$ cat src/include/cpuck_pkg.sv
// Constants, field positions and carriers of the clock source switcher.
// Assumes one hclk domain and 8-bit registers on 32-bit bus words.
package cpuck_pkg;
    // Register byte offsets
    localparam logic [7:0] CPUCK_RUN_OFS = 8'h00;
    localparam logic [7:0] CPUCK_SEL_OFS = 8'h04;
    localparam logic [7:0] CPUCK_SUB_OFS = 8'h08;
    localparam logic [7:0] CPUCK_MODE_OFS = 8'h0C;
    localparam logic [7:0] CPUCK_STS_OFS = 8'h10;
    localparam logic [7:0] CPUCK_STC_OFS = 8'h14;
    localparam int CPUCK_AW = 8;
    // Run control fields
    localparam int RUN_XSTOP = 7;
    localparam int RUN_ONE = 6;
    localparam int RUN_MIDEN = 1;
    localparam int RUN_FSTOP = 0;
    // Source select fields
    localparam int SEL_CPU_ST = 7;
    localparam int SEL_CPU_CH = 6;
    localparam int SEL_MAIN_ST = 5;
    localparam int SEL_MAIN_CH = 4;
    localparam int SEL_ONC_ST = 1;
    localparam int SEL_ONC_CH = 0;
    // Subsystem, mode and stabilization fields
    localparam int SUB_SLOW = 0;
    localparam int MODE_EXT = 7;
    localparam int MODE_PINS = 6;
    localparam int MODE_GAIN = 0;
    localparam int STS_W = 3;
    // Reset values
    localparam logic [7:0] CPUCK_RUN_RST = 8'hC0;
    localparam logic [7:0] CPUCK_SEL_RST = 8'h00;
    localparam logic [7:0] CPUCK_SUB_RST = 8'h00;
    localparam logic [7:0] CPUCK_MODE_RST = 8'h00;
    localparam logic [2:0] CPUCK_STS_RST = 3'h7;
    // Stabilization status: crystal cycles 2**n per bit, bit 7 first
    localparam logic [7:0][4:0] CPUCK_STAB_EXP = {5'd8, 5'd9, 5'd10, 5'd11, 5'd13, 5'd15, 5'd17, 5'd18};
    localparam int CPUCK_UNIT_W = 19;
    // Software waits, kept for reference by drivers
    localparam real CPUCK_MID_WAIT_US = 4.0;
    localparam real CPUCK_SLOW_WAIT_US = 210.0;
    localparam real CPUCK_HCLK_MHZ = 40.0;
    localparam int CPUCK_GAIN_LIMIT_MHZ = 10;
    // Default hclk cycles per crystal cycle (40 MHz over 10 MHz)
    localparam int CPUCK_X1_PRESCALE = 4;
    // Dead cycles with the CPU clock gated during a swap
    localparam logic [1:0] CPUCK_GAP = 2'h2;
    // Oscillator ready inputs
    localparam int RDY_FAST = 0;
    localparam int RDY_MID = 1;
    localparam int RDY_SLOW = 2;
    localparam int RDY_X1 = 3;
    localparam int RDY_N = 4;

    // Switch machine states, one-hot
    typedef enum logic [2:0] {
        SW_IDLE = 3'b001,
        SW_GATE = 3'b010,
        SW_SWAP = 3'b100
    } cpuck_sw_e;

    // Oscillator enables driven to the analog blocks
    typedef struct packed {
        logic x1_run;
        logic ext_clk;
        logic gain_high;
        logic slow_run;
        logic mid_run;
        logic fast_run;
    } cpuck_osc_s;

    // Active CPU clock source
    typedef struct packed {
        logic subsys;
        logic main_x1;
        logic onchip_mid;
    } cpuck_src_s;
endpackage

$ cat src/logic/cpuck_switcher.sv
// CPU clock source switcher: registers, oscillator enables,
// crystal stabilization counter and glitch-free source selection.
// Assumes an AHB-Lite master with single word transfers and
// asynchronous oscillator ready pins from the analog blocks.
//
// Contract
// - Run control: crystal stop, mid enable, fast stop
// - Select bit 0 picks mid on-chip oscillator
// - Bit 1 shows mid in use
// - Subsystem bit 0 starts slow oscillator
// - Select bit 6 makes subsystem CPU clock
// - Bit 7 shows subsystem drives CPU
// - Mode bits enable crystal or external input
// - Three-bit field chooses crystal wait
// - Clearing crystal stop starts crystal when the pins are enabled
// - Counter status fills ones from bit 7
// - Select bit 4 picks high-speed system clock
// - Bit 5 shows high-speed system clock used
`timescale 1ns/1ps
module cpuck_switcher
    import cpuck_pkg::*;
#(
    parameter int X1_PRESCALE = CPUCK_X1_PRESCALE,
    parameter logic [7:0][4:0] STAB_EXP = CPUCK_STAB_EXP
) (
    // Clock and reset
    input wire logic hclk,
    input wire logic hresetn,
    // AHB-Lite slave
    input wire logic hsel,
    input wire logic [31:0] haddr,
    input wire logic [1:0] htrans,
    input wire logic hwrite,
    input wire logic [2:0] hsize,
    input wire logic [31:0] hwdata,
    input wire logic hready,
    output logic hreadyout,
    output logic hresp,
    output logic [31:0] hrdata,
    // Oscillator ready pins
    input wire logic [RDY_N-1:0] osc_ready,
    // Oscillator enables and CPU clock control
    output cpuck_osc_s osc_en,
    output cpuck_src_s cpu_src,
    output logic cpu_clk_gate
);

    // Software registers
    logic crystal_osc_stop;
    logic mid_osc_enable;
    logic fast_onchip_osc_stop;
    logic onchip_osc_choice;
    logic main_clock_source_choice;
    logic cpu_clock_source_choice;
    logic slow_osc_select;
    logic external_clock_input_sel;
    logic crystal_pins_enable;
    logic crystal_gain_high;
    logic [STS_W-1:0] stabilization_time_select;

    // Bus address phase capture
    logic wr_pend;
    logic [CPUCK_AW-1:0] wr_addr;
    wire logic addr_phase;
    wire logic [CPUCK_AW-1:0] a_ofs;
    wire logic [7:0] wb;

    assign addr_phase = hsel & htrans[1] & hready;
    assign a_ofs = haddr[CPUCK_AW-1:0];
    assign wb = hwdata[7:0];

    // Ready pins, two flops before use
    logic [RDY_N-1:0] rdy_m;
    logic [RDY_N-1:0] rdy_s;

    always_ff @(posedge hclk or negedge hresetn) begin
        if (!hresetn) begin
            rdy_m <= '0;
            rdy_s <= '0;
        end else begin
            rdy_m <= osc_ready;
            rdy_s <= rdy_m;
        end
    end

    // Write decode in the data phase
    wire logic we_run;
    wire logic we_sel;
    wire logic we_sub;
    wire logic we_mode;
    wire logic we_sts;

    assign we_run = wr_pend && (wr_addr == CPUCK_RUN_OFS);
    assign we_sel = wr_pend && (wr_addr == CPUCK_SEL_OFS);
    assign we_sub = wr_pend && (wr_addr == CPUCK_SUB_OFS);
    assign we_mode = wr_pend && (wr_addr == CPUCK_MODE_OFS);
    assign we_sts = wr_pend && (wr_addr == CPUCK_STS_OFS);

    // Bus capture; zero wait states, always OKAY
    always_ff @(posedge hclk or negedge hresetn) begin
        if (!hresetn) begin
            wr_pend <= 1'b0;
            wr_addr <= '0;
        end else begin
            wr_pend <= addr_phase & hwrite;
            wr_addr <= a_ofs;
        end
    end

    // Run control register
    always_ff @(posedge hclk or negedge hresetn) begin
        if (!hresetn) begin
            crystal_osc_stop <= CPUCK_RUN_RST[RUN_XSTOP];
            mid_osc_enable <= CPUCK_RUN_RST[RUN_MIDEN];
            fast_onchip_osc_stop <= CPUCK_RUN_RST[RUN_FSTOP];
        end else if (we_run) begin
            crystal_osc_stop <= wb[RUN_XSTOP];
            mid_osc_enable <= wb[RUN_MIDEN];
            fast_onchip_osc_stop <= wb[RUN_FSTOP];
        end
    end

    // Source select choices
    always_ff @(posedge hclk or negedge hresetn) begin
        if (!hresetn) begin
            cpu_clock_source_choice <= CPUCK_SEL_RST[SEL_CPU_CH];
            main_clock_source_choice <= CPUCK_SEL_RST[SEL_MAIN_CH];
            onchip_osc_choice <= CPUCK_SEL_RST[SEL_ONC_CH];
        end else if (we_sel) begin
            cpu_clock_source_choice <= wb[SEL_CPU_CH];
            main_clock_source_choice <= wb[SEL_MAIN_CH];
            onchip_osc_choice <= wb[SEL_ONC_CH];
        end
    end

    // Subsystem, mode and stabilization select
    always_ff @(posedge hclk or negedge hresetn) begin
        if (!hresetn) begin
            slow_osc_select <= CPUCK_SUB_RST[SUB_SLOW];
            external_clock_input_sel <= CPUCK_MODE_RST[MODE_EXT];
            crystal_pins_enable <= CPUCK_MODE_RST[MODE_PINS];
            crystal_gain_high <= CPUCK_MODE_RST[MODE_GAIN];
            stabilization_time_select <= CPUCK_STS_RST;
        end else begin
            if (we_sub) begin
                slow_osc_select <= wb[SUB_SLOW];
            end
            if (we_mode) begin
                external_clock_input_sel <= wb[MODE_EXT];
                crystal_pins_enable <= wb[MODE_PINS];
                crystal_gain_high <= wb[MODE_GAIN];
            end
            if (we_sts) begin
                stabilization_time_select <= wb[STS_W-1:0];
            end
        end
    end

    // Crystal request; external mode only with the pins enabled
    wire logic x1_req;
    wire logic ext_mode;

    assign x1_req = crystal_pins_enable & ~crystal_osc_stop;
    assign ext_mode = crystal_pins_enable & external_clock_input_sel;

    // Stabilization counter in crystal cycles
    localparam int PW = (X1_PRESCALE > 1) ? $clog2(X1_PRESCALE) : 1;
    localparam logic [PW-1:0] PRE_LAST = PW'(X1_PRESCALE - 1);
    logic [PW-1:0] pre_cnt;
    logic [CPUCK_UNIT_W-1:0] unit_cnt;
    logic x1_was_req;
    wire logic x1_start;
    wire logic unit_tick;
    wire logic unit_full;

    assign x1_start = x1_req & ~x1_was_req;
    assign unit_tick = (pre_cnt == PRE_LAST);
    assign unit_full = unit_cnt[CPUCK_UNIT_W-1];

    // Restart on every crystal start; hold at the top
    always_ff @(posedge hclk or negedge hresetn) begin
        if (!hresetn) begin
            x1_was_req <= 1'b0;
            pre_cnt <= '0;
            unit_cnt <= '0;
        end else begin
            x1_was_req <= x1_req;
            if (!x1_req || x1_start) begin
                pre_cnt <= '0;
                unit_cnt <= '0;
            end else if (!unit_full) begin
                pre_cnt <= unit_tick ? '0 : pre_cnt + 1'b1;
                if (unit_tick) begin
                    unit_cnt <= unit_cnt + 1'b1;
                end
            end
        end
    end

    // Status bits fill from bit 7 downward
    logic [7:0] stab_status;
    genvar gi;
    generate
        for (gi = 0; gi < 8; gi++) begin : g_stab
            localparam logic [CPUCK_UNIT_W-1:0] LIM = CPUCK_UNIT_W'(1) << STAB_EXP[gi];
            // Bit 7 has the shortest limit, so ones grow downward
            always_ff @(posedge hclk or negedge hresetn) begin
                if (!hresetn) begin
                    stab_status[gi] <= 1'b0;
                end else begin
                    stab_status[gi] <= x1_req & ~x1_start & (unit_cnt >= LIM);
                end
            end
        end
    endgenerate

    // Chosen wait reached: value n needs n+1 leading ones
    wire logic [2:0] sts_bit;
    wire logic x1_stable;

    assign sts_bit = 3'h7 - stabilization_time_select;
    // External input has no wait at all
    assign x1_stable = x1_req & (ext_mode | stab_status[sts_bit]);

    // Active source and the requested one
    cpuck_src_s act;
    cpuck_src_s tgt;
    cpuck_sw_e sw_state;
    logic [1:0] gap_cnt;
    wire logic tgt_ready;
    wire logic need_swap;

    assign tgt = '{subsys: cpu_clock_source_choice, main_x1: main_clock_source_choice,
                   onchip_mid: onchip_osc_choice};

    // Only swap to a source that is really running
    assign tgt_ready = tgt.subsys ? rdy_s[RDY_SLOW] :
                       tgt.main_x1 ? (x1_stable & rdy_s[RDY_X1]) :
                       tgt.onchip_mid ? rdy_s[RDY_MID] : rdy_s[RDY_FAST];
    assign need_swap = (tgt != act) & tgt_ready;

    // Swap machine: gate, swap during the gap, ungate
    always_ff @(posedge hclk or negedge hresetn) begin
        if (!hresetn) begin
            sw_state <= SW_IDLE;
            gap_cnt <= '0;
            act <= '0;
        end else begin
            case (sw_state)
                SW_IDLE: begin
                    gap_cnt <= '0;
                    if (need_swap) begin
                        sw_state <= SW_GATE;
                    end
                end
                SW_GATE: begin
                    gap_cnt <= gap_cnt + 1'b1;
                    if (gap_cnt == CPUCK_GAP - 2'h1) begin
                        sw_state <= SW_SWAP;
                    end
                end
                SW_SWAP: begin
                    // Choice may have moved; take what is ready now
                    if (tgt_ready) begin
                        act <= tgt;
                    end
                    sw_state <= SW_IDLE;
                end
                default: begin
                    sw_state <= SW_IDLE;
                end
            endcase
        end
    end

    // Clock controls; the gate reopens one edge after the new source is out, never together
    always_ff @(posedge hclk or negedge hresetn) begin
        if (!hresetn) begin
            cpu_src <= '0;
            cpu_clk_gate <= 1'b1;
        end else begin
            cpu_src <= act;
            cpu_clk_gate <= (sw_state == SW_IDLE) & ~need_swap & (cpu_src == act);
        end
    end

    // Oscillator enables; a source in use keeps running
    wire logic fast_in_use;
    wire logic mid_in_use;

    assign fast_in_use = ~act.subsys & ~act.main_x1 & ~act.onchip_mid;
    assign mid_in_use = ~act.subsys & ~act.main_x1 & act.onchip_mid;

    // Guards against a stop before the status confirmed the move
    always_ff @(posedge hclk or negedge hresetn) begin
        if (!hresetn) begin
            osc_en <= '0;
        end else begin
            osc_en.fast_run <= ~fast_onchip_osc_stop | fast_in_use;
            osc_en.mid_run <= mid_osc_enable | mid_in_use;
            osc_en.slow_run <= slow_osc_select | act.subsys;
            osc_en.x1_run <= x1_req | act.main_x1;
            osc_en.ext_clk <= ext_mode;
            osc_en.gain_high <= crystal_gain_high;
        end
    end

    // Read views with fixed and reserved bits
    wire logic [7:0] rv_run;
    wire logic [7:0] rv_sel;
    wire logic [7:0] rv_mode;
    wire logic [7:0] rd_byte;

    assign rv_run = {crystal_osc_stop, 1'b1, 4'h0, mid_osc_enable, fast_onchip_osc_stop};
    // Status bits follow the active source, not the choice
    assign rv_sel = {act.subsys, cpu_clock_source_choice, act.main_x1, main_clock_source_choice,
                     2'h0, act.onchip_mid, onchip_osc_choice};
    assign rv_mode = {external_clock_input_sel, crystal_pins_enable, 5'h00, crystal_gain_high};

    // Address decode; unmapped reads return zero
    assign rd_byte = (a_ofs == CPUCK_RUN_OFS) ? rv_run :
                     (a_ofs == CPUCK_SEL_OFS) ? rv_sel :
                     (a_ofs == CPUCK_SUB_OFS) ? {7'h00, slow_osc_select} :
                     (a_ofs == CPUCK_MODE_OFS) ? rv_mode :
                     (a_ofs == CPUCK_STS_OFS) ? {5'h00, stabilization_time_select} :
                     (a_ofs == CPUCK_STC_OFS) ? stab_status : 8'h00;

    // Read data registered at the address phase
    always_ff @(posedge hclk or negedge hresetn) begin
        if (!hresetn) begin
            hrdata <= '0;
            hreadyout <= 1'b1;
            hresp <= 1'b0;
        end else begin
            hreadyout <= 1'b1;
            hresp <= 1'b0;
            if (addr_phase && !hwrite) begin
                hrdata <= {24'h000000, rd_byte};
            end
        end
    end

endmodule

$ cat config.mk
export PLATFORM = sky130hd
export DESIGN_NAME = cpuck_switcher
export DESIGN_NICKNAME = d
export VERILOG_FILES = /design/src/include/cpuck_pkg.sv /design/src/logic/cpuck_switcher.sv
export SDC_FILE = /design/constraint.sdc
export NUM_CORES = 1
export LEC_CHECK = 0
export CORE_MARGIN = 1.5
export CORE_UTILIZATION = 45
export CTS_CLUSTER_SIZE = 24
export DETAILED_ROUTE_END_ITERATION = 7
export DONT_BUFFER_PORTS = 1
export SYNTH_ARGS = -nofsm -noshare
export SYNTH_HDL_FRONTEND = slang
export SYNTH_SLANG_ARGS = --single-unit
$ cat constraint.sdc
create_clock -name hclk -period 2.1 [get_ports hclk]
set_input_delay 0.21 -clock hclk [delete_from_list [all_inputs] [get_ports hclk]]
set_output_delay 0.21 -clock hclk [all_outputs]
set_load 0.005 [all_outputs]
==> summary.md <==
| Metric | Value |
|---|---|
| CP Launch Type | `flop` |
| Die X | `96.5 um` |
| CTS tree | `yes` |
| Final Cell Area | `0.00429 mm2` |
| Synth cell types | `58` |
| DR vias/cell | `5.13` |
| Fin. Hold Viols | `86` |
| Pwr per Cell Area | `673 mW/mm2` |
| Combinational power share | `0.034` |
| Leakage power | `1.87 nW` |
| Yosys reg bits | `86` |
| Post-synth ARST share | `1.00` |
| Syn Inst Count | `341` |
| Seq pwr share | `0.593` |
| Cell accounting for the most synthesized area | `dfrtp_1` |
| Max_cap viols | `0` |
| Final #Nets | `443` |
| Tcrit/Tclk final | `0.893` |
| Cts repair resizes | `0` |
| Pin count of the biggest net entering global routing | `87` |
| Routed Antenna Nets | `0` |
| Worst path bufs/invs | `0` |
| Post-synth EDFFs | `0` |
| Placed inst area | `0.00392 mm2` |
| Port buffer count | `0` |
| Status | `finished, violations left` |
| Worst hold margin | `-0.456 ns` |
| Initial antenna violation count | `0` |
| Die H | `96.5 um` |
| Syn Std Cell Area | `0.00393 mm2` |
| Clock latency on the worst-skew pair | `0.35 ns` |
| Most frequent cell after synthesis | `dfrtp_1` |
| Fmax achieved | `533 MHz` |
| Non-Filler Instances | `471` |
| Clock slew at reported path FFs | `0.09 ns` |
| Violated checks | `negative hold slack` |
| Cells taking the most area after synthesis | `dfrtp_1 51%, buf_4 5.3%, mux2_2 5.2%, dfstp_2 4.0%, nor2_1 3.7%` |
| Clk root buf | `clkbuf_8` |
| Clock Skew | `0.00809 ns` |
| Critical Path Max Stage Delay | `0.63 ns` |
| Initial drt markers | `108` |
| Most common library cells after synthesis | `80 x dfrtp_1, 39 x nor2_1, 28 x buf_4, 26 x nand2_1, 18 x mux2_2` |
| CP endpoint kind | `flop` |
| Initial core utilization | `0.472` |
| Grt ovf | `0` |
| GRT Util Overall | `0.160` |
| CP Data Required Time | `2.34 ns` |
| Drt drc | `0` |
| First-pass GRT wire length | `11200 um` |
| Setup tns final | `0 ns` |
| Die area | `0.00931 mm2` |
| Pins Over Slew Limit | `0` |
| Area delta synth->final | `9.16%` |
| Setup bufs post-CTS | `0` |
| H-tree lvl count | `3` |
| Final count of negative-setup-slack endpoints | `0` |
| Crit-path leading delay family | `multiplexers` |
| GP Congestion | `0.750` |
| Clock group share of total power | `0.373` |
| Net Sw Power | `0.676 mW` |
| Register area share after synthesis | `0.549` |
| Worst EP arrival | `2.11 ns` |
| Post-Route WL | `7050 um` |
| Critical path, cell by cell | `mux2_4, a31oi_1, nand4_1, nand3_2, mux2_2` |
| Top Ports | `122` |
| Slowest CP cell | `dfstp_2` |
| Post-synth top flop | `dfrtp_1` |
| Switching share of power | `0.234` |
| Synth top area share | `0.509` |
| Number of global-route vias before repair | `2313` |
| Hpwl dp | `4710 um` |
| Final core utilization | `0.515` |
| Int Pwr | `2.21 mW` |
| Tmin final | `1.88 ns` |
| Post-DR wirelength/cell | `15.0 um` |
| Hold Crit Class | `primary input to asynchronous set/reset pin` |
| Core footprint | `0.00834 mm2` |
| Cells after DPL | `436` |
| Site row count | `33` |
| Worst Path Max Fanout | `6` |
| CTS sink count | `86` |
| Syn_area_per_cell | `11.5 um2` |
| RSZ-0062 raised after global routing | `false` |
| Pre-Repair DR Iteration Count | `5` |
| Synth Warn # | `0` |
| Layout cells sized above 1 | `0.175` |
| VDD IR max | `361 uV` |
| Total CTS buffers | `9` |
| WS Path Type | `flop to flop` |
| Vias | `2416` |
| Ant. Diodes | `0` |
| Clk buf depth | `2` |
[worst register-to-register path, cell delays in order (launching register included)]
cell and delay, ns:
dfstp_2 0.63, mux2_4 0.31, a31oi_1 0.18, nand4_1 0.18, nand3_2 0.13, mux2_2 0.34
[registers in the layout, summed over array words and instances, names as in the netlist, 4 cells and up]
register,count
wr_addr,8
hrdata,8
stab_status,8
unit_cnt,19
rdy_m,4
osc_en,6
rdy_s,4
[metal layers]
layer | global-route usage | vias up | share of wire
met1 | 0.211 | 1173 | 0.48
li1 | - | 1162 | -
met3 | 0.0493 | 10 | 0.057
met2 | 0.254 | 71 | 0.46
met5 | 0 | - | 0
met4 | 0.0471 | 0 | 0.010
[repair_timing]
item / in CTS / in global routing
setup endpoints to repair: 0 / 0
hold buffers: 17 / 2
hold endpoints to repair: 108 / 88
[logic make-up (layout without fill, tap and decap cells)]
group,Yosys count,after routing,share of synthesized area
buffers and inverters,41,42,0.0684
other,2,26,0.00191
XOR/XNOR,22,22,0.0490
multiplexers,26,26,0.0767
AND/OR/NAND/NOR,124,124,0.183
flip-flops,86,86,0.549
adder cells (fa/ha/maj),4,4,0.0127
AO/OA/AOI/OAI,36,36,0.0598
[power by group through the flow]
stage / Clock (mW) / Combinational (mW) / Sequential [mW]
2_1_floorplan: 0 / 0.0973 / 1.74
3_3_place_gp: 0 / 0.0680 / 1.74
3_5_place_dp: 0 / 0.0682 / 1.75
4_1_cts: 1.11 / 0.0964 / 1.71
5_1_grt: 1.19 / 0.110 / 1.72
6_report: 1.08 / 0.0990 / 1.71
[layout make-up]
type	instances	area (um2)
multi-input combinational	238	1600
clock buffer	10	138
timing repair buffer	21	205
fill	753	4050
sequential	86	2160
inverter	5	18.8
tap	105	131
clock inverter	6	46.3
[worst paths after layout]
| path | from | end | slack, ns | cells after the start |
|---|---|---|---|---|
| max | stabilization_time_select[0] | act[0] | 0.22 | 5 |
| min | hresetn | wr_pend | -0.46 | 0 |
| max reg2reg | stabilization_time_select[0] | act[0] | 0.22 | 5 |
| min reg2reg | rdy_m[1] | rdy_s[1] | 0.35 | 0 |
| max in group asynchronous | hresetn | stabilization_time_select[0] | 2.35 | 0 |
| min in group hclk | hwdata[0] | stabilization_time_select[0] | 0.02 | 1 |
[cell usage in the layout (no fill, tap or decap), types with 2 or more instances in the layout]
master         netlist  layout
conb_1               2      26
nor3b_2              2       2
o21ai_0             10      10
dfrtp_1             80      80
dfstp_2              6       6
clkbuf_8             0      10
mux2i_1              5       5
mux2_2              18      18
and3_2               2       2
dlygate4sd3_1        0      19
nor3_2               3       3
ha_1                 4       4
nor2_1              39      39
nand2_1             26      26
a31oi_1              2       2
buf_4               28       2
nand4_1              7       7
or2_2                2       2
a21o_1               3       3
nand3_1              7       7
clkinvlp_4           0       2
nor2b_1              2       2
a21oi_1              8       8
xor2_1              15      15
a32oi_1              2       2
inv_1                5       5
a32o_1               2       2
xnor2_1              7       7
nand2b_1             4       4
nand4b_1             2       2
nor3_1               4       4
clkinv_4             0       2
nor3b_1              2       2
and3_1               2       2
and4_1               4       4
a22oi_1              4       4
and2_1               2       2
o22a_1               2       2
[per-stage QoR]
step	power, mW	hold slack [ns]	setup slack (ns)
global placement	1.81	-0.0837	0.234
global route	3.02	-0.495	0.117
detailed placement	1.81	-0.0838	0.224
CTS	2.92	-0.474	0.193
floorplan	1.83	-0.0856	0.347
finish	2.89	-0.456	0.225
(Power assumes the default switching activity.)
